**src/hw/ppm_pkg.sv**
```systemverilog
// Constants and signal bundles of the pin multiplexer
package ppm_pkg;

   // =====================================================================
   // Sizes
   localparam int unsigned PIN_COUNT = 21;
   localparam int unsigned DIG_COUNT = 9;
   localparam int unsigned DIG_BASE  = 12;
   localparam int unsigned ADDR_W    = 5;
   localparam int unsigned REG_COUNT = 6;
   localparam int unsigned REG_SLOTS = 8;

   // =====================================================================
   // Register byte offsets
   localparam logic [4:0] OFS_PORT_DATA  = 5'h00;
   localparam logic [4:0] OFS_PORT_DIR   = 5'h04;
   localparam logic [4:0] OFS_PERIPH_EN  = 5'h08;
   localparam logic [4:0] OFS_PIN_SELECT = 5'h0C;
   localparam logic [4:0] OFS_PORT_LEVEL = 5'h10;
   localparam logic [4:0] OFS_ADC_REF    = 5'h14;

   // Values after reset: port function, all pins inputs
   localparam logic [31:0] RST_WORD = 32'h0000_0000;

   // Bit positions in the converter reference control register
   localparam int unsigned REF_A_HIGH = 0;
   localparam int unsigned REF_A_LOW  = 1;
   localparam int unsigned REF_B_HIGH = 2;
   localparam int unsigned REF_B_LOW  = 3;

   localparam logic [1:0] RESP_OKAY   = 2'h0;
   localparam logic [1:0] RESP_SLVERR = 2'h2;

   // =====================================================================
   // Pin positions in the pad vectors
   localparam int unsigned P_A0 = 0;
   localparam int unsigned P_A1 = 1;
   localparam int unsigned P_A2 = 2;
   localparam int unsigned P_A3 = 3;
   localparam int unsigned P_B0 = 4;
   // Digital pin slots in the select register
   localparam int unsigned D_C5  = 0;
   localparam int unsigned D_C6  = 1;
   localparam int unsigned D_C7  = 2;
   localparam int unsigned D_C8  = 3;
   localparam int unsigned D_C9  = 4;
   localparam int unsigned D_C10 = 5;
   localparam int unsigned D_F0  = 6;
   localparam int unsigned D_C11 = 7;
   localparam int unsigned D_C12 = 8;

   // =====================================================================
   // Signals from the peripherals towards the pads
   typedef struct packed {
      logic spi0_master;
      logic spi0_master_data_out;
      logic spi0_slave_data_out;
      logic spi0_serial_clock;
      logic spi1_master;
      logic spi1_serial_clock;
      logic sci0_transmit;
      logic sci0_single_wire;
      logic sci0_tx_active;
      logic sci1_transmit;
      logic sci1_single_wire;
      logic sci1_tx_active;
      logic timer_a2_out;
      logic timer_a2_drive;
      logic timer_b2_out;
      logic timer_b2_drive;
      logic can_transmit;
      logic iic_clock_low;
      logic iic_data_low;
      logic xbar_out6;
      logic xbar_out8;
      logic xbar_out9;
   } ppm_periph_out_s;

   // Signals from the pads towards the peripherals
   typedef struct packed {
      logic       spi0_slave_select_n;
      logic       spi0_mosi_in;
      logic       spi0_miso_in;
      logic       spi0_clock_in;
      logic       spi1_clock_in;
      logic       sci0_receive;
      logic       sci1_receive;
      logic       timer_a2_in;
      logic       timer_b2_in;
      logic       can_receive;
      logic       iic_clock_in;
      logic       iic_data_in;
      logic [9:3] xbar_in;
   } ppm_periph_in_s;

   // Analog switch enables
   typedef struct packed {
      logic [3:0] adc_a_channel;
      logic [7:0] adc_b_channel;
      logic       converter_a_high_reference;
      logic       converter_a_low_reference;
      logic       converter_b_high_reference;
      logic       converter_b_low_reference;
      logic [5:0] cmp_a_input;
      logic [5:0] cmp_b_input;
      logic [5:0] cmp_c_input;
      logic       cmp_d_input5;
      logic       dac_output;
   } ppm_analog_s;

endpackage

```
**src/hw/ppm_pin_mux.sv**
```systemverilog
// Port pin function multiplexer with AXI4-Lite control registers
//
// Design decisions made here: the AXI4-Lite interface to the registers and the register offsets.
`timescale 1ns/1ps
// =========================================================================
// Functional notes
// - Reset leaves every pin a port pin with no alternate function.
// - Each port bit has its own direction bit.
// - An analog pin feeds its comparator inputs and, unless set as a reference, its converter channel at once.
// - A control bit makes each of four pins a converter channel or a reference.
// - The spi0 slave data pad is released in slave mode while not selected.
// - The spi0 clock pin is an output in master mode and an input in slave mode.
// - The master data pin is an output in master mode and an input in slave mode.
// - The slave data pin receives data in master mode and drives data in slave mode.
// - In single-wire mode the serial transmit pin carries data both ways.
// - The shared comparator reference feeds input 5 of all four comparators.
// - Per-pin peripheral enables and function selects choose alternate functions.
module ppm_pin_mux #(
   parameter int unsigned PINS = ppm_pkg::PIN_COUNT
) (
   input  wire logic                     CLOCK_I,
   input  wire logic                     RST_I,
   input  wire logic [ppm_pkg::ADDR_W-1:0] AXI_AWADDR_I,
   input  wire logic                     AXI_AWVALID_I,
   output      logic                     AXI_AWREADY_O,
   input  wire logic [31:0]              AXI_WDATA_I,
   input  wire logic [3:0]               AXI_WSTRB_I,
   input  wire logic                     AXI_WVALID_I,
   output      logic                     AXI_WREADY_O,
   output      logic [1:0]               AXI_BRESP_O,
   output      logic                     AXI_BVALID_O,
   input  wire logic                     AXI_BREADY_I,
   input  wire logic [ppm_pkg::ADDR_W-1:0] AXI_ARADDR_I,
   input  wire logic                     AXI_ARVALID_I,
   output      logic                     AXI_ARREADY_O,
   output      logic [31:0]              AXI_RDATA_O,
   output      logic [1:0]               AXI_RRESP_O,
   output      logic                     AXI_RVALID_O,
   input  wire logic                     AXI_RREADY_I,
   input  wire logic [PINS-1:0]          PAD_IN_I,
   output      logic [PINS-1:0]          PAD_OUT_O,
   output      logic [PINS-1:0]          PAD_OE_N_O,
   input  wire ppm_pkg::ppm_periph_out_s PERIPH_I,
   output      ppm_pkg::ppm_periph_in_s  PERIPH_O,
   output      ppm_pkg::ppm_analog_s     ANALOG_O
);
   import ppm_pkg::*;

   // =====================================================================
   // Elaboration check
   generate
      if (PINS != PIN_COUNT) begin : g_bad_pins
         $error("PINS must equal the pin count of the group");
      end
   endgenerate

   // =====================================================================
   // Declarations
   logic [PINS-1:0]        data_reg;
   logic [PINS-1:0]        dir_reg;
   logic [PINS-1:0]        pe_reg;
   logic [2*DIG_COUNT-1:0] sel_reg;
   logic [3:0]             ref_reg;
   logic [PINS-1:0]        meta_reg;
   logic [PINS-1:0]        lvl_reg;
   logic [PINS-1:0]        pin_out_reg;
   logic [PINS-1:0]        pin_drv_reg;
   logic [PINS-1:0]        pin_out_next;
   logic [PINS-1:0]        pin_drv_next;
   logic [PINS-1:0]        alt_out;
   logic [PINS-1:0]        alt_drv;
   logic [3:0]             dsel [DIG_COUNT];

   logic [ADDR_W-1:0]      aw_addr_reg;
   logic                   aw_have_reg;
   logic [31:0]            w_data_reg;
   logic [3:0]             w_strb_reg;
   logic                   w_have_reg;
   logic                   bvalid_reg;
   logic [1:0]             bresp_reg;
   logic                   rvalid_reg;
   logic [31:0]            rdata_reg;
   logic [1:0]             rresp_reg;
   logic [31:0]            reg_word [REG_SLOTS];
   logic [2:0]             aw_idx;
   logic [2:0]             ar_idx;
   logic                   wr_go;
   logic                   wr_hit;
   logic                   ar_hit;
   logic [REG_COUNT-1:0]   wr_en;
   logic [31:0]            wr_word;

   logic                   ss_n;
   logic                   miso_drv;
   logic                   tx0_drv;
   logic                   tx1_drv;
   logic                   cref;
   logic [11:0]            ana;

   // Byte-lane write merge
   function automatic logic [31:0] merge(input logic [31:0] old_w,
                                         input logic [31:0] new_w,
                                         input logic [3:0]  strb);
      logic [31:0] res;
      res = old_w;
      for (int b = 0; b < 4; b++) begin
         if (strb[b]) begin
            res[8*b +: 8] = new_w[8*b +: 8];
         end
      end
      return res;
   endfunction

   // =====================================================================
   // AXI4-Lite slave
   assign aw_idx        = aw_addr_reg[4:2];
   assign ar_idx        = AXI_ARADDR_I[4:2];
   assign wr_go         = aw_have_reg & w_have_reg & ~bvalid_reg;
   assign wr_hit        = (32'(aw_idx) < REG_COUNT);
   assign ar_hit        = (32'(ar_idx) < REG_COUNT);
   assign wr_en         = (wr_go & wr_hit) ? (REG_COUNT'(1) << aw_idx) : '0;
   assign wr_word       = merge(reg_word[aw_idx], w_data_reg, w_strb_reg);
   assign AXI_AWREADY_O = ~aw_have_reg & ~bvalid_reg;
   assign AXI_WREADY_O  = ~w_have_reg & ~bvalid_reg;
   assign AXI_BVALID_O  = bvalid_reg;
   assign AXI_BRESP_O   = bresp_reg;
   assign AXI_ARREADY_O = ~rvalid_reg;
   assign AXI_RVALID_O  = rvalid_reg;
   assign AXI_RDATA_O   = rdata_reg;
   assign AXI_RRESP_O   = rresp_reg;

   assign reg_word[OFS_PORT_DATA[4:2]]  = 32'(data_reg);
   assign reg_word[OFS_PORT_DIR[4:2]]   = 32'(dir_reg);
   assign reg_word[OFS_PERIPH_EN[4:2]]  = 32'(pe_reg);
   assign reg_word[OFS_PIN_SELECT[4:2]] = 32'(sel_reg);
   assign reg_word[OFS_PORT_LEVEL[4:2]] = 32'(lvl_reg);
   assign reg_word[OFS_ADC_REF[4:2]]    = 32'(ref_reg);
   assign reg_word[6]                   = RST_WORD;
   assign reg_word[7]                   = RST_WORD;

   always_ff @(posedge CLOCK_I or posedge RST_I) begin
      if (RST_I) begin
         aw_addr_reg <= '0;
         aw_have_reg <= 1'b0;
         w_data_reg  <= RST_WORD;
         w_strb_reg  <= '0;
         w_have_reg  <= 1'b0;
         bvalid_reg  <= 1'b0;
         bresp_reg   <= RESP_OKAY;
      end else begin
         if (AXI_AWVALID_I && AXI_AWREADY_O) begin
            aw_addr_reg <= AXI_AWADDR_I;
            aw_have_reg <= 1'b1;
         end
         if (AXI_WVALID_I && AXI_WREADY_O) begin
            w_data_reg <= AXI_WDATA_I;
            w_strb_reg <= AXI_WSTRB_I;
            w_have_reg <= 1'b1;
         end
         if (wr_go) begin
            aw_have_reg <= 1'b0;
            w_have_reg  <= 1'b0;
            bvalid_reg  <= 1'b1;
            bresp_reg   <= wr_hit ? RESP_OKAY : RESP_SLVERR;
         end else if (AXI_BREADY_I) begin
            bvalid_reg <= 1'b0;
         end
      end
   end

   always_ff @(posedge CLOCK_I or posedge RST_I) begin
      if (RST_I) begin
         rvalid_reg <= 1'b0;
         rdata_reg  <= RST_WORD;
         rresp_reg  <= RESP_OKAY;
      end else if (AXI_ARVALID_I && AXI_ARREADY_O) begin
         rvalid_reg <= 1'b1;
         rdata_reg  <= ar_hit ? reg_word[ar_idx] : RST_WORD;
         rresp_reg  <= ar_hit ? RESP_OKAY : RESP_SLVERR;
      end else if (AXI_RREADY_I) begin
         rvalid_reg <= 1'b0;
      end
   end

   // =====================================================================
   // Control registers
   always_ff @(posedge CLOCK_I or posedge RST_I) begin
      if (RST_I) begin
         data_reg <= '0;
         dir_reg  <= '0;
         pe_reg   <= '0;
         sel_reg  <= '0;
         ref_reg  <= '0;
      end else begin
         if (wr_en[OFS_PORT_DATA[4:2]])  data_reg <= wr_word[PINS-1:0];
         if (wr_en[OFS_PORT_DIR[4:2]])   dir_reg  <= wr_word[PINS-1:0];
         if (wr_en[OFS_PERIPH_EN[4:2]])  pe_reg   <= wr_word[PINS-1:0];
         if (wr_en[OFS_PIN_SELECT[4:2]]) sel_reg  <= wr_word[2*DIG_COUNT-1:0];
         if (wr_en[OFS_ADC_REF[4:2]])    ref_reg  <= wr_word[3:0];
      end
   end

   // =====================================================================
   // Pad input synchroniser
   always_ff @(posedge CLOCK_I or posedge RST_I) begin
      if (RST_I) begin
         meta_reg <= '0;
         lvl_reg  <= '0;
      end else begin
         meta_reg <= PAD_IN_I;
         lvl_reg  <= meta_reg;
      end
   end

   // =====================================================================
   // One-hot function decode per digital pin
   generate
      for (genvar d = 0; d < DIG_COUNT; d++) begin : g_dsel
         assign dsel[d] = pe_reg[DIG_BASE+d] ? (4'h1 << sel_reg[2*d +: 2]) : 4'h0;
      end
   endgenerate

   // =====================================================================
   // Alternate function pad drive
   assign ss_n     = dsel[D_C6][3] ? lvl_reg[DIG_BASE+D_C6]
                   : dsel[D_C7][0] ? lvl_reg[DIG_BASE+D_C7] : 1'b1;
   assign miso_drv = ~PERIPH_I.spi0_master & ~ss_n;
   assign tx0_drv  = ~PERIPH_I.sci0_single_wire | PERIPH_I.sci0_tx_active;
   assign tx1_drv  = ~PERIPH_I.sci1_single_wire | PERIPH_I.sci1_tx_active;

   // Analog pins drive digitally only as port pins
   assign alt_out[DIG_BASE-1:0] = '0;
   assign alt_drv[DIG_BASE-1:0] = '0;

   // Converter output and crossbar input only
   assign alt_out[DIG_BASE+D_C5] = 1'b0;
   assign alt_drv[DIG_BASE+D_C5] = 1'b0;

   assign alt_out[DIG_BASE+D_C6] = dsel[D_C6][0] & PERIPH_I.timer_a2_out;
   assign alt_drv[DIG_BASE+D_C6] = dsel[D_C6][0] & PERIPH_I.timer_a2_drive;

   assign alt_out[DIG_BASE+D_C7] = dsel[D_C7][1] & PERIPH_I.sci0_transmit;
   assign alt_drv[DIG_BASE+D_C7] = dsel[D_C7][1] & tx0_drv;

   assign alt_out[DIG_BASE+D_C8] = (dsel[D_C8][0] & PERIPH_I.spi0_slave_data_out)
                                 | (dsel[D_C8][3] & PERIPH_I.xbar_out6);
   assign alt_drv[DIG_BASE+D_C8] = (dsel[D_C8][0] & miso_drv) | dsel[D_C8][3];

   assign alt_out[DIG_BASE+D_C9] = (dsel[D_C9][0] & PERIPH_I.spi0_serial_clock)
                                 | (dsel[D_C9][2] & PERIPH_I.sci0_transmit)
                                 | (dsel[D_C9][3] & PERIPH_I.xbar_out8);
   assign alt_drv[DIG_BASE+D_C9] = (dsel[D_C9][0] & PERIPH_I.spi0_master)
                                 | (dsel[D_C9][2] & tx0_drv) | dsel[D_C9][3];

   assign alt_out[DIG_BASE+D_C10] = (dsel[D_C10][0] & PERIPH_I.spi0_master_data_out)
                                  | (dsel[D_C10][2] & PERIPH_I.spi0_slave_data_out)
                                  | (dsel[D_C10][3] & PERIPH_I.xbar_out9);
   assign alt_drv[DIG_BASE+D_C10] = (dsel[D_C10][0] & PERIPH_I.spi0_master)
                                  | (dsel[D_C10][2] & miso_drv) | dsel[D_C10][3];

   assign alt_out[DIG_BASE+D_F0] = (dsel[D_F0][1] & PERIPH_I.timer_b2_out)
                                 | (dsel[D_F0][2] & PERIPH_I.spi1_serial_clock);
   assign alt_drv[DIG_BASE+D_F0] = (dsel[D_F0][1] & PERIPH_I.timer_b2_drive)
                                 | (dsel[D_F0][2] & PERIPH_I.spi1_master);

   // IIC lines are open drain: drive low only; CAN and sci1 transmit on C11 drive both levels
   assign alt_out[DIG_BASE+D_C11] = (dsel[D_C11][0] & PERIPH_I.can_transmit)
                                  | (dsel[D_C11][2] & PERIPH_I.sci1_transmit);
   assign alt_drv[DIG_BASE+D_C11] = dsel[D_C11][0] | (dsel[D_C11][1] & PERIPH_I.iic_clock_low)
                                  | (dsel[D_C11][2] & tx1_drv);

   assign alt_out[DIG_BASE+D_C12] = 1'b0;
   assign alt_drv[DIG_BASE+D_C12] = dsel[D_C12][1] & PERIPH_I.iic_data_low;

   // =====================================================================
   // Pad output stage
   assign pin_out_next = (pe_reg & alt_out) | (~pe_reg & data_reg);
   assign pin_drv_next = (pe_reg & alt_drv) | (~pe_reg & dir_reg);
   assign PAD_OUT_O    = pin_out_reg;
   assign PAD_OE_N_O   = ~pin_drv_reg;

   always_ff @(posedge CLOCK_I or posedge RST_I) begin
      if (RST_I) begin
         pin_out_reg <= '0;
         pin_drv_reg <= '0;
      end else begin
         pin_out_reg <= pin_out_next;
         pin_drv_reg <= pin_drv_next;
      end
   end

   // =====================================================================
   // Pad levels to peripherals, idle when unselected
   assign PERIPH_O.spi0_slave_select_n = ss_n;
   assign PERIPH_O.spi0_mosi_in  = dsel[D_C10][0] & lvl_reg[DIG_BASE+D_C10];
   assign PERIPH_O.spi0_miso_in  = dsel[D_C8][0] ? lvl_reg[DIG_BASE+D_C8]
                                 : dsel[D_C10][2] & lvl_reg[DIG_BASE+D_C10];
   assign PERIPH_O.spi0_clock_in = dsel[D_C9][0] & lvl_reg[DIG_BASE+D_C9];
   assign PERIPH_O.spi1_clock_in = dsel[D_F0][2] & lvl_reg[DIG_BASE+D_F0];
   assign PERIPH_O.sci0_receive  = PERIPH_I.sci0_single_wire ?
                                   (dsel[D_C7][1] ? lvl_reg[DIG_BASE+D_C7]
                                   : dsel[D_C9][2] ? lvl_reg[DIG_BASE+D_C9] : 1'b1)
                                 : dsel[D_C8][1] ? lvl_reg[DIG_BASE+D_C8] : 1'b1;
   assign PERIPH_O.sci1_receive  = PERIPH_I.sci1_single_wire ?
                                   (dsel[D_C11][2] ? lvl_reg[DIG_BASE+D_C11] : 1'b1)
                                 : dsel[D_C12][2] ? lvl_reg[DIG_BASE+D_C12] : 1'b1;
   assign PERIPH_O.timer_a2_in   = dsel[D_C6][0] & lvl_reg[DIG_BASE+D_C6];
   assign PERIPH_O.timer_b2_in   = dsel[D_F0][1] & lvl_reg[DIG_BASE+D_F0];
   assign PERIPH_O.can_receive   = dsel[D_C12][0] ? lvl_reg[DIG_BASE+D_C12] : 1'b1;
   assign PERIPH_O.iic_clock_in  = dsel[D_C11][1] ? lvl_reg[DIG_BASE+D_C11] : 1'b1;
   assign PERIPH_O.iic_data_in   = dsel[D_C12][1] ? lvl_reg[DIG_BASE+D_C12] : 1'b1;
   assign PERIPH_O.xbar_in[3]    = dsel[D_C6][1] & lvl_reg[DIG_BASE+D_C6];
   assign PERIPH_O.xbar_in[4]    = dsel[D_C9][1] & lvl_reg[DIG_BASE+D_C9];
   assign PERIPH_O.xbar_in[5]    = dsel[D_C10][1] & lvl_reg[DIG_BASE+D_C10];
   assign PERIPH_O.xbar_in[6]    = dsel[D_F0][0] & lvl_reg[DIG_BASE+D_F0];
   assign PERIPH_O.xbar_in[7]    = dsel[D_C5][1] & lvl_reg[DIG_BASE+D_C5];
   assign PERIPH_O.xbar_in[8]    = dsel[D_C7][2] & lvl_reg[DIG_BASE+D_C7];
   assign PERIPH_O.xbar_in[9]    = dsel[D_C8][2] & lvl_reg[DIG_BASE+D_C8];

   // =====================================================================
   // Analog routing
   assign ana  = pe_reg[11:0];
   assign cref = dsel[D_C6][2];

   assign ANALOG_O.adc_a_channel[0] = ana[P_A0];
   assign ANALOG_O.adc_a_channel[1] = ana[P_A1];
   assign ANALOG_O.adc_a_channel[2] = ana[P_A2] & ~ref_reg[REF_A_HIGH];
   assign ANALOG_O.adc_a_channel[3] = ana[P_A3] & ~ref_reg[REF_A_LOW];
   assign ANALOG_O.converter_a_high_reference = ana[P_A2] & ref_reg[REF_A_HIGH];
   assign ANALOG_O.converter_a_low_reference  = ana[P_A3] & ref_reg[REF_A_LOW];
   assign ANALOG_O.adc_b_channel = ana[P_B0 +: 8]
                                 & ~{4'h0, ref_reg[REF_B_LOW], ref_reg[REF_B_HIGH], 2'h0};
   assign ANALOG_O.converter_b_high_reference = ana[P_B0+2] & ref_reg[REF_B_HIGH];
   assign ANALOG_O.converter_b_low_reference  = ana[P_B0+3] & ref_reg[REF_B_LOW];

   // Comparators keep the shared pins
   assign ANALOG_O.cmp_a_input = {cref, 1'b0, ana[P_A0], ana[P_A3], ana[P_A2], ana[P_A1]};
   assign ANALOG_O.cmp_b_input = {cref, 1'b0, ana[P_B0], ana[P_B0+7], ana[P_B0+6],
                                  ana[P_B0+1]};
   assign ANALOG_O.cmp_c_input = {cref, 1'b0, ana[P_B0+2], ana[P_B0+5], ana[P_B0+4],
                                  ana[P_B0+3]};
   assign ANALOG_O.cmp_d_input5 = cref;
   assign ANALOG_O.dac_output   = dsel[D_C5][0];

endmodule

```
**config.mk**
```make
export PLATFORM = sky130hd
export DESIGN_NAME = ppm_pin_mux
export DESIGN_NICKNAME = d
export VERILOG_FILES = /design/src/hw/ppm_pkg.sv /design/src/hw/ppm_pin_mux.sv
export SDC_FILE = /design/constraint.sdc
export NUM_CORES = 1
export LEC_CHECK = 0
export BUFFER_PORTS_ARGS = -buffer_cell sky130_fd_sc_hd__buf_2
export CORE_MARGIN = 1.5
export CORE_UTILIZATION = 59
export DETAILED_ROUTE_END_ITERATION = 10
export PLACE_DENSITY = 0.95
export SLEW_MARGIN = 40
export SYNTH_ARGS = -nofsm -noshare
export SYNTH_HDL_FRONTEND = slang
export SYNTH_SLANG_ARGS = --single-unit
export TNS_END_PERCENT = 30
```
**constraint.sdc**
```tcl
create_clock -name CLOCK_I -period 22.5 [get_ports CLOCK_I]
set_clock_uncertainty 0.2 [all_clocks]
set_input_delay 4.5 -clock CLOCK_I [delete_from_list [all_inputs] [get_ports CLOCK_I]]
set_output_delay 4.5 -clock CLOCK_I [all_outputs]
set_load 0.05 [all_outputs]
```
# == After elaboration in Yosys (flattened, before gate mapping) ==
# Index checks and enable logic that the tools add are counted.
# classes
n_div,0
n_shift,10
n_mux,43
n_lt_le_gt_ge,4
n_eq_ne,0
bitwise_logic,90
addsub,0
n_mul,0
reduce_logical,7
# op_table
op,n
$bmux 32 s3,2
$mux 32,3
$and 21x21->21,3
$and 1x1->1,51
$mux 21,2
$not 21->21,2
$or 21x21->21,2
$and 21x20->21,1
$mux 1,21
$or 1x1->1,17
$mux 4,4
$mux 8,2
$shl 1x2->4 const A,4
$mux 3,4
$shl 1x2->3 const A,4
$not 1->1,10
$and 8x8->8,1
$ge 4x4->1 const B,2
$not 3->4,2
$not 4->8,1
$reduce_bool 2->1,4
$lt 3x3->1 const B,2
$mux 2,3
$mux 6,1
4 further kinds,6
# totals
mem_bits_rw,0
output_inout_bits,138
word_cells,173
latchBits,0
ff_bits,238
input_bits,96
mem_count,0
romBits,0

# == Longest topological paths before layout ==
# depth
ltp_word,11
ltp_mapped,8

# == Worst setup path before layout ==
# Ideal clock, no wire load.
# synth_path
kind,input to output
start,input PERIPH_I[11] (netlist bit)
end,output PERIPH_O[12] (netlist bit)
arrival_ns,5.303
slack_ns,12.497
t_required_ns,17.800
path_buffers,0
stages,2
path_cell_list,nor4b_1 -> a21oi_1
# synth_rtl
item,line,rtl
from (decl),ppm_pin_mux.sv:43,"input wire ppm_pkg::ppm_periph_out_s PERIPH_I,"
to (decl),ppm_pin_mux.sv:44,"output ppm_pkg::ppm_periph_in_s PERIPH_O,"

==> reports/metrics.yaml <==
status: "finished, final reports clean"
drive_above_1_share_pct: 29.7
post_cts_buffers: 0
htree_num_levels: 1
grt_pass1_wl_um: 41300
ys_types: 60
crit_chain: "buf_2, nor4b_1, a21oi_1, buf_2"
crit_required_ns: 17.80
internal_power_mw: 1.07
ant_nets: 0
synth_edf_count: 0
place_congestion: 0.863
ys.flop_type: "dfrtp_1"
fin_crit_sh_pct: 43.8
area.sequential_um2: 5580
clockBufferDepth: 3
yosys_warnings: 0
grt_usage_pct: 29.4
cp_num_buf_inv: 2
final.fill_count: 1264
r2r-end: "data_reg[8]$_DFFE_PP0P_"
worstSetupEndpointType: "output port"
p_sw_share_pct: 45.6
synth_area_per_cell_um2: 11.0
clk_pin_slew_ns: 0.06
synth_top_family_by_area: "compound AO/OA/AOI/OAI gates"
drcViolationCount: 0
dieArea_um2: 18200
drt-vias-per-instance: 6.01
synthCells: 931
synth_area_leader_cell: "dfrtp_1"
whs_path_depth: 0
drtIter0Drc: 688
startpoint_type: "primary input"
multi_input_area_um2: 3990
power.share.clock_pct: 20.6
ys_ff_latch: 223
cpMaxStageDelayCell: "nor4b_1"
seqPwrFrac_pct: 35.6
crit_fanout: 3
hpwlAfterDp_um: 17600
yosys.area_share.simple_pct: 12.0
final-max-slew-violation-count: 0
tightest_slew_ns: 0.823
synth_xor_area_share_pct: 0
fmax_mhz: 101
finalSetupTns_ns: 0
drt-pass1-iter-count: 5
syn_area_um2: 10300
final_nets: 1180
antenna_found_initial: 1
r2r_slack_ns: 19.59
grt_max_degree: 149
io_buffers: 201
muxShareOfSynthArea_pct: 11.8
power_density_nw_per_um2: 165
crit_family: "buffers and inverters"
cts_hold_buf: 0
synth-compound-area-share_pct: 14.5
ir_worst_vdd_mv: 0.124
hold_class: "flip-flop to flip-flop"
cp_common_cell: "buf_2"
yosysMostFrequentCell: "dfrtp_1"
cts.sinks: 223
grt_pass1_vias: 7753
setup-violations-final: 0
yosys-top-cells-count: "dfrtp_1 (223), nand2_1 (119), o21ai_0 (86), buf_4 (46), nor2b_1 (44)"
rr_worst_depth: 6
hold-path-endpoint: "lvl_reg[18]$_DFF_PP0_"
synth-seq-area-share_pct: 54.4
wl_um: 26600
holdWs_ns: 0.147
start_util_pct: 59.9
rsz0062_at_grt: "false"
p_leak_nw: 5.69
cts_resized: 0
die_w_um: 135
synthToLayoutAreaGrowth_pct: 16.5
via_count: 7976
worst_ep_arrival_time_ns: 5.16
worstSetupPathType: "primary input to output port"
grt.overflow.total: 0
ys_async_sr_fraction_pct: 100
cts_tree: "built"
slew_headroom_pct: 45.0
post-route-min-period_ns: 9.86
clkLatencyLatePin_ns: 0.51
hold_violations: 0
synthTopCellsByArea: "dfrtp_1 (54%), mux4_2 (5.7%), nand2_1 (4.4%), o21ai_0 (4.2%), buf_4 (3.4%)"
min_from: "meta_reg[18]$_DFF_PP0_"
power_frac_comb_pct: 43.8
drt-wirelength-per-cell_um: 20.0
io_pins: 234
cts_buffers: 24
rows: 48
die_h_um: 135
r2r-start: "aw_addr_reg[3]$_DFFE_PP0P_"
crit_path_max_incr_delay_ns: 0.27
power.net_switching_uw: 900
core-area_um2: 17100
root_buffer: "clkbuf_16"
synth_fa_ha_area_share_pct: 0
maxCapViolations: 0
synth.top_cell.area_share_pct: 54.4
[logic make-up after synthesis]
| family | count (synthesis) |
|---|---|
| muxes | 85 |
| and+or+nand+nor | 252 |
| DFF | 223 |
| other | 1 |
| AOI/OAI and AO/OA | 228 |
| buffers and inverters | 142 |
[through the flow]
step / worst slack, ns / utilization [%] / power, mW / cells / instance area (um^2)
2_1_floorplan: 11.69 / - / 1.37 / 946 / 10300
3_3_place_gp: 12.65 / 64.9 / 1.52 / 1283 / 11100
3_5_place_dp: 12.64 / 65.0 / 1.56 / 1283 / 11100
4_1_cts: 12.63 / 69.8 / 1.97 / 1326 / 11900
5_1_grt: 12.58 / 69.8 / 2.07 / 1326 / 11900
6_report: 12.64 / 69.8 / 1.97 / 1327 / 12000
[worst reg2reg max path, delay by kind of cell (launching register included)]
family,cells,cell delay (ns)
AO/OA/AOI/OAI,1,0.09
buffers and inverters,2,0.77
flip-flops,1,0.38
AND/OR/NAND/NOR,3,1.35
[power by group through the flow]
stage / clock network [mW] / logic (mW) / registers, mW
2_1_floorplan: 0 / 0.626 / 0.740
3_3_place_gp: 0 / 0.825 / 0.692
3_5_place_dp: 0 / 0.855 / 0.703
4_1_cts: 0.412 / 0.860 / 0.698
5_1_grt: 0.429 / 0.920 / 0.722
6_report: 0.407 / 0.864 / 0.703
[per-layer routing]
metal	part of all wire (%)	vias to the layer above	track usage, %
met5	0.049	-	0
met4	3.0	2	10.8
met3	9.1	77	6.08
met2	48	441	47.0
met1	40	3929	40.1
li1	-	3527	-
[cell usage in the layout (no fill, tap or decap), types with 6 or more instances in the layout]
cell type and count:
a21oi_1 20, a221o_1 8, a22o_1 6, a22oi_1 22
and2_1 11, buf_2 200, buf_4 11, clkbuf_1 6
clkbuf_16 25, conb_1 16, dfrtp_1 222, inv_1 40
mux2_2 28, mux2i_1 31, mux4_2 26, nand2_1 119
nor2_1 35, nor2b_1 43, nor3_1 7, o21ai_0 86
o21ai_1 8, o21ai_2 11, o22ai_1 10, o31ai_1 26
[layout make-up]
class	count	area share [%]
antenna	1	0.0209
clock buffer	36	6.00
clock inverter	7	0.921
inverter	42	1.42
multi-input combinational	581	33.4
sequential	223	46.7
tap	225	2.36
timing repair buffer	212	9.16
[how the worst max path moves through the flow]
stage / from / end / slack (ns) / depth (start not counted)
final: PERIPH_I[11] / PERIPH_O[12] / 12.64 / 4
after global routing: PERIPH_I[11] / PERIPH_O[12] / 12.58 / 4
after CTS: PERIPH_I[11] / PERIPH_O[12] / 12.63 / 4
after detailed placement: PERIPH_I[11] / PERIPH_O[12] / 12.64 / 4
after global placement: PERIPH_I[11] / PERIPH_O[12] / 12.65 / 4
after floorplan: RST_I / AXI_BRESP_O[1]$_DFFE_PP0P_ / 11.69 / 1
(Power assumes the default switching activity.)
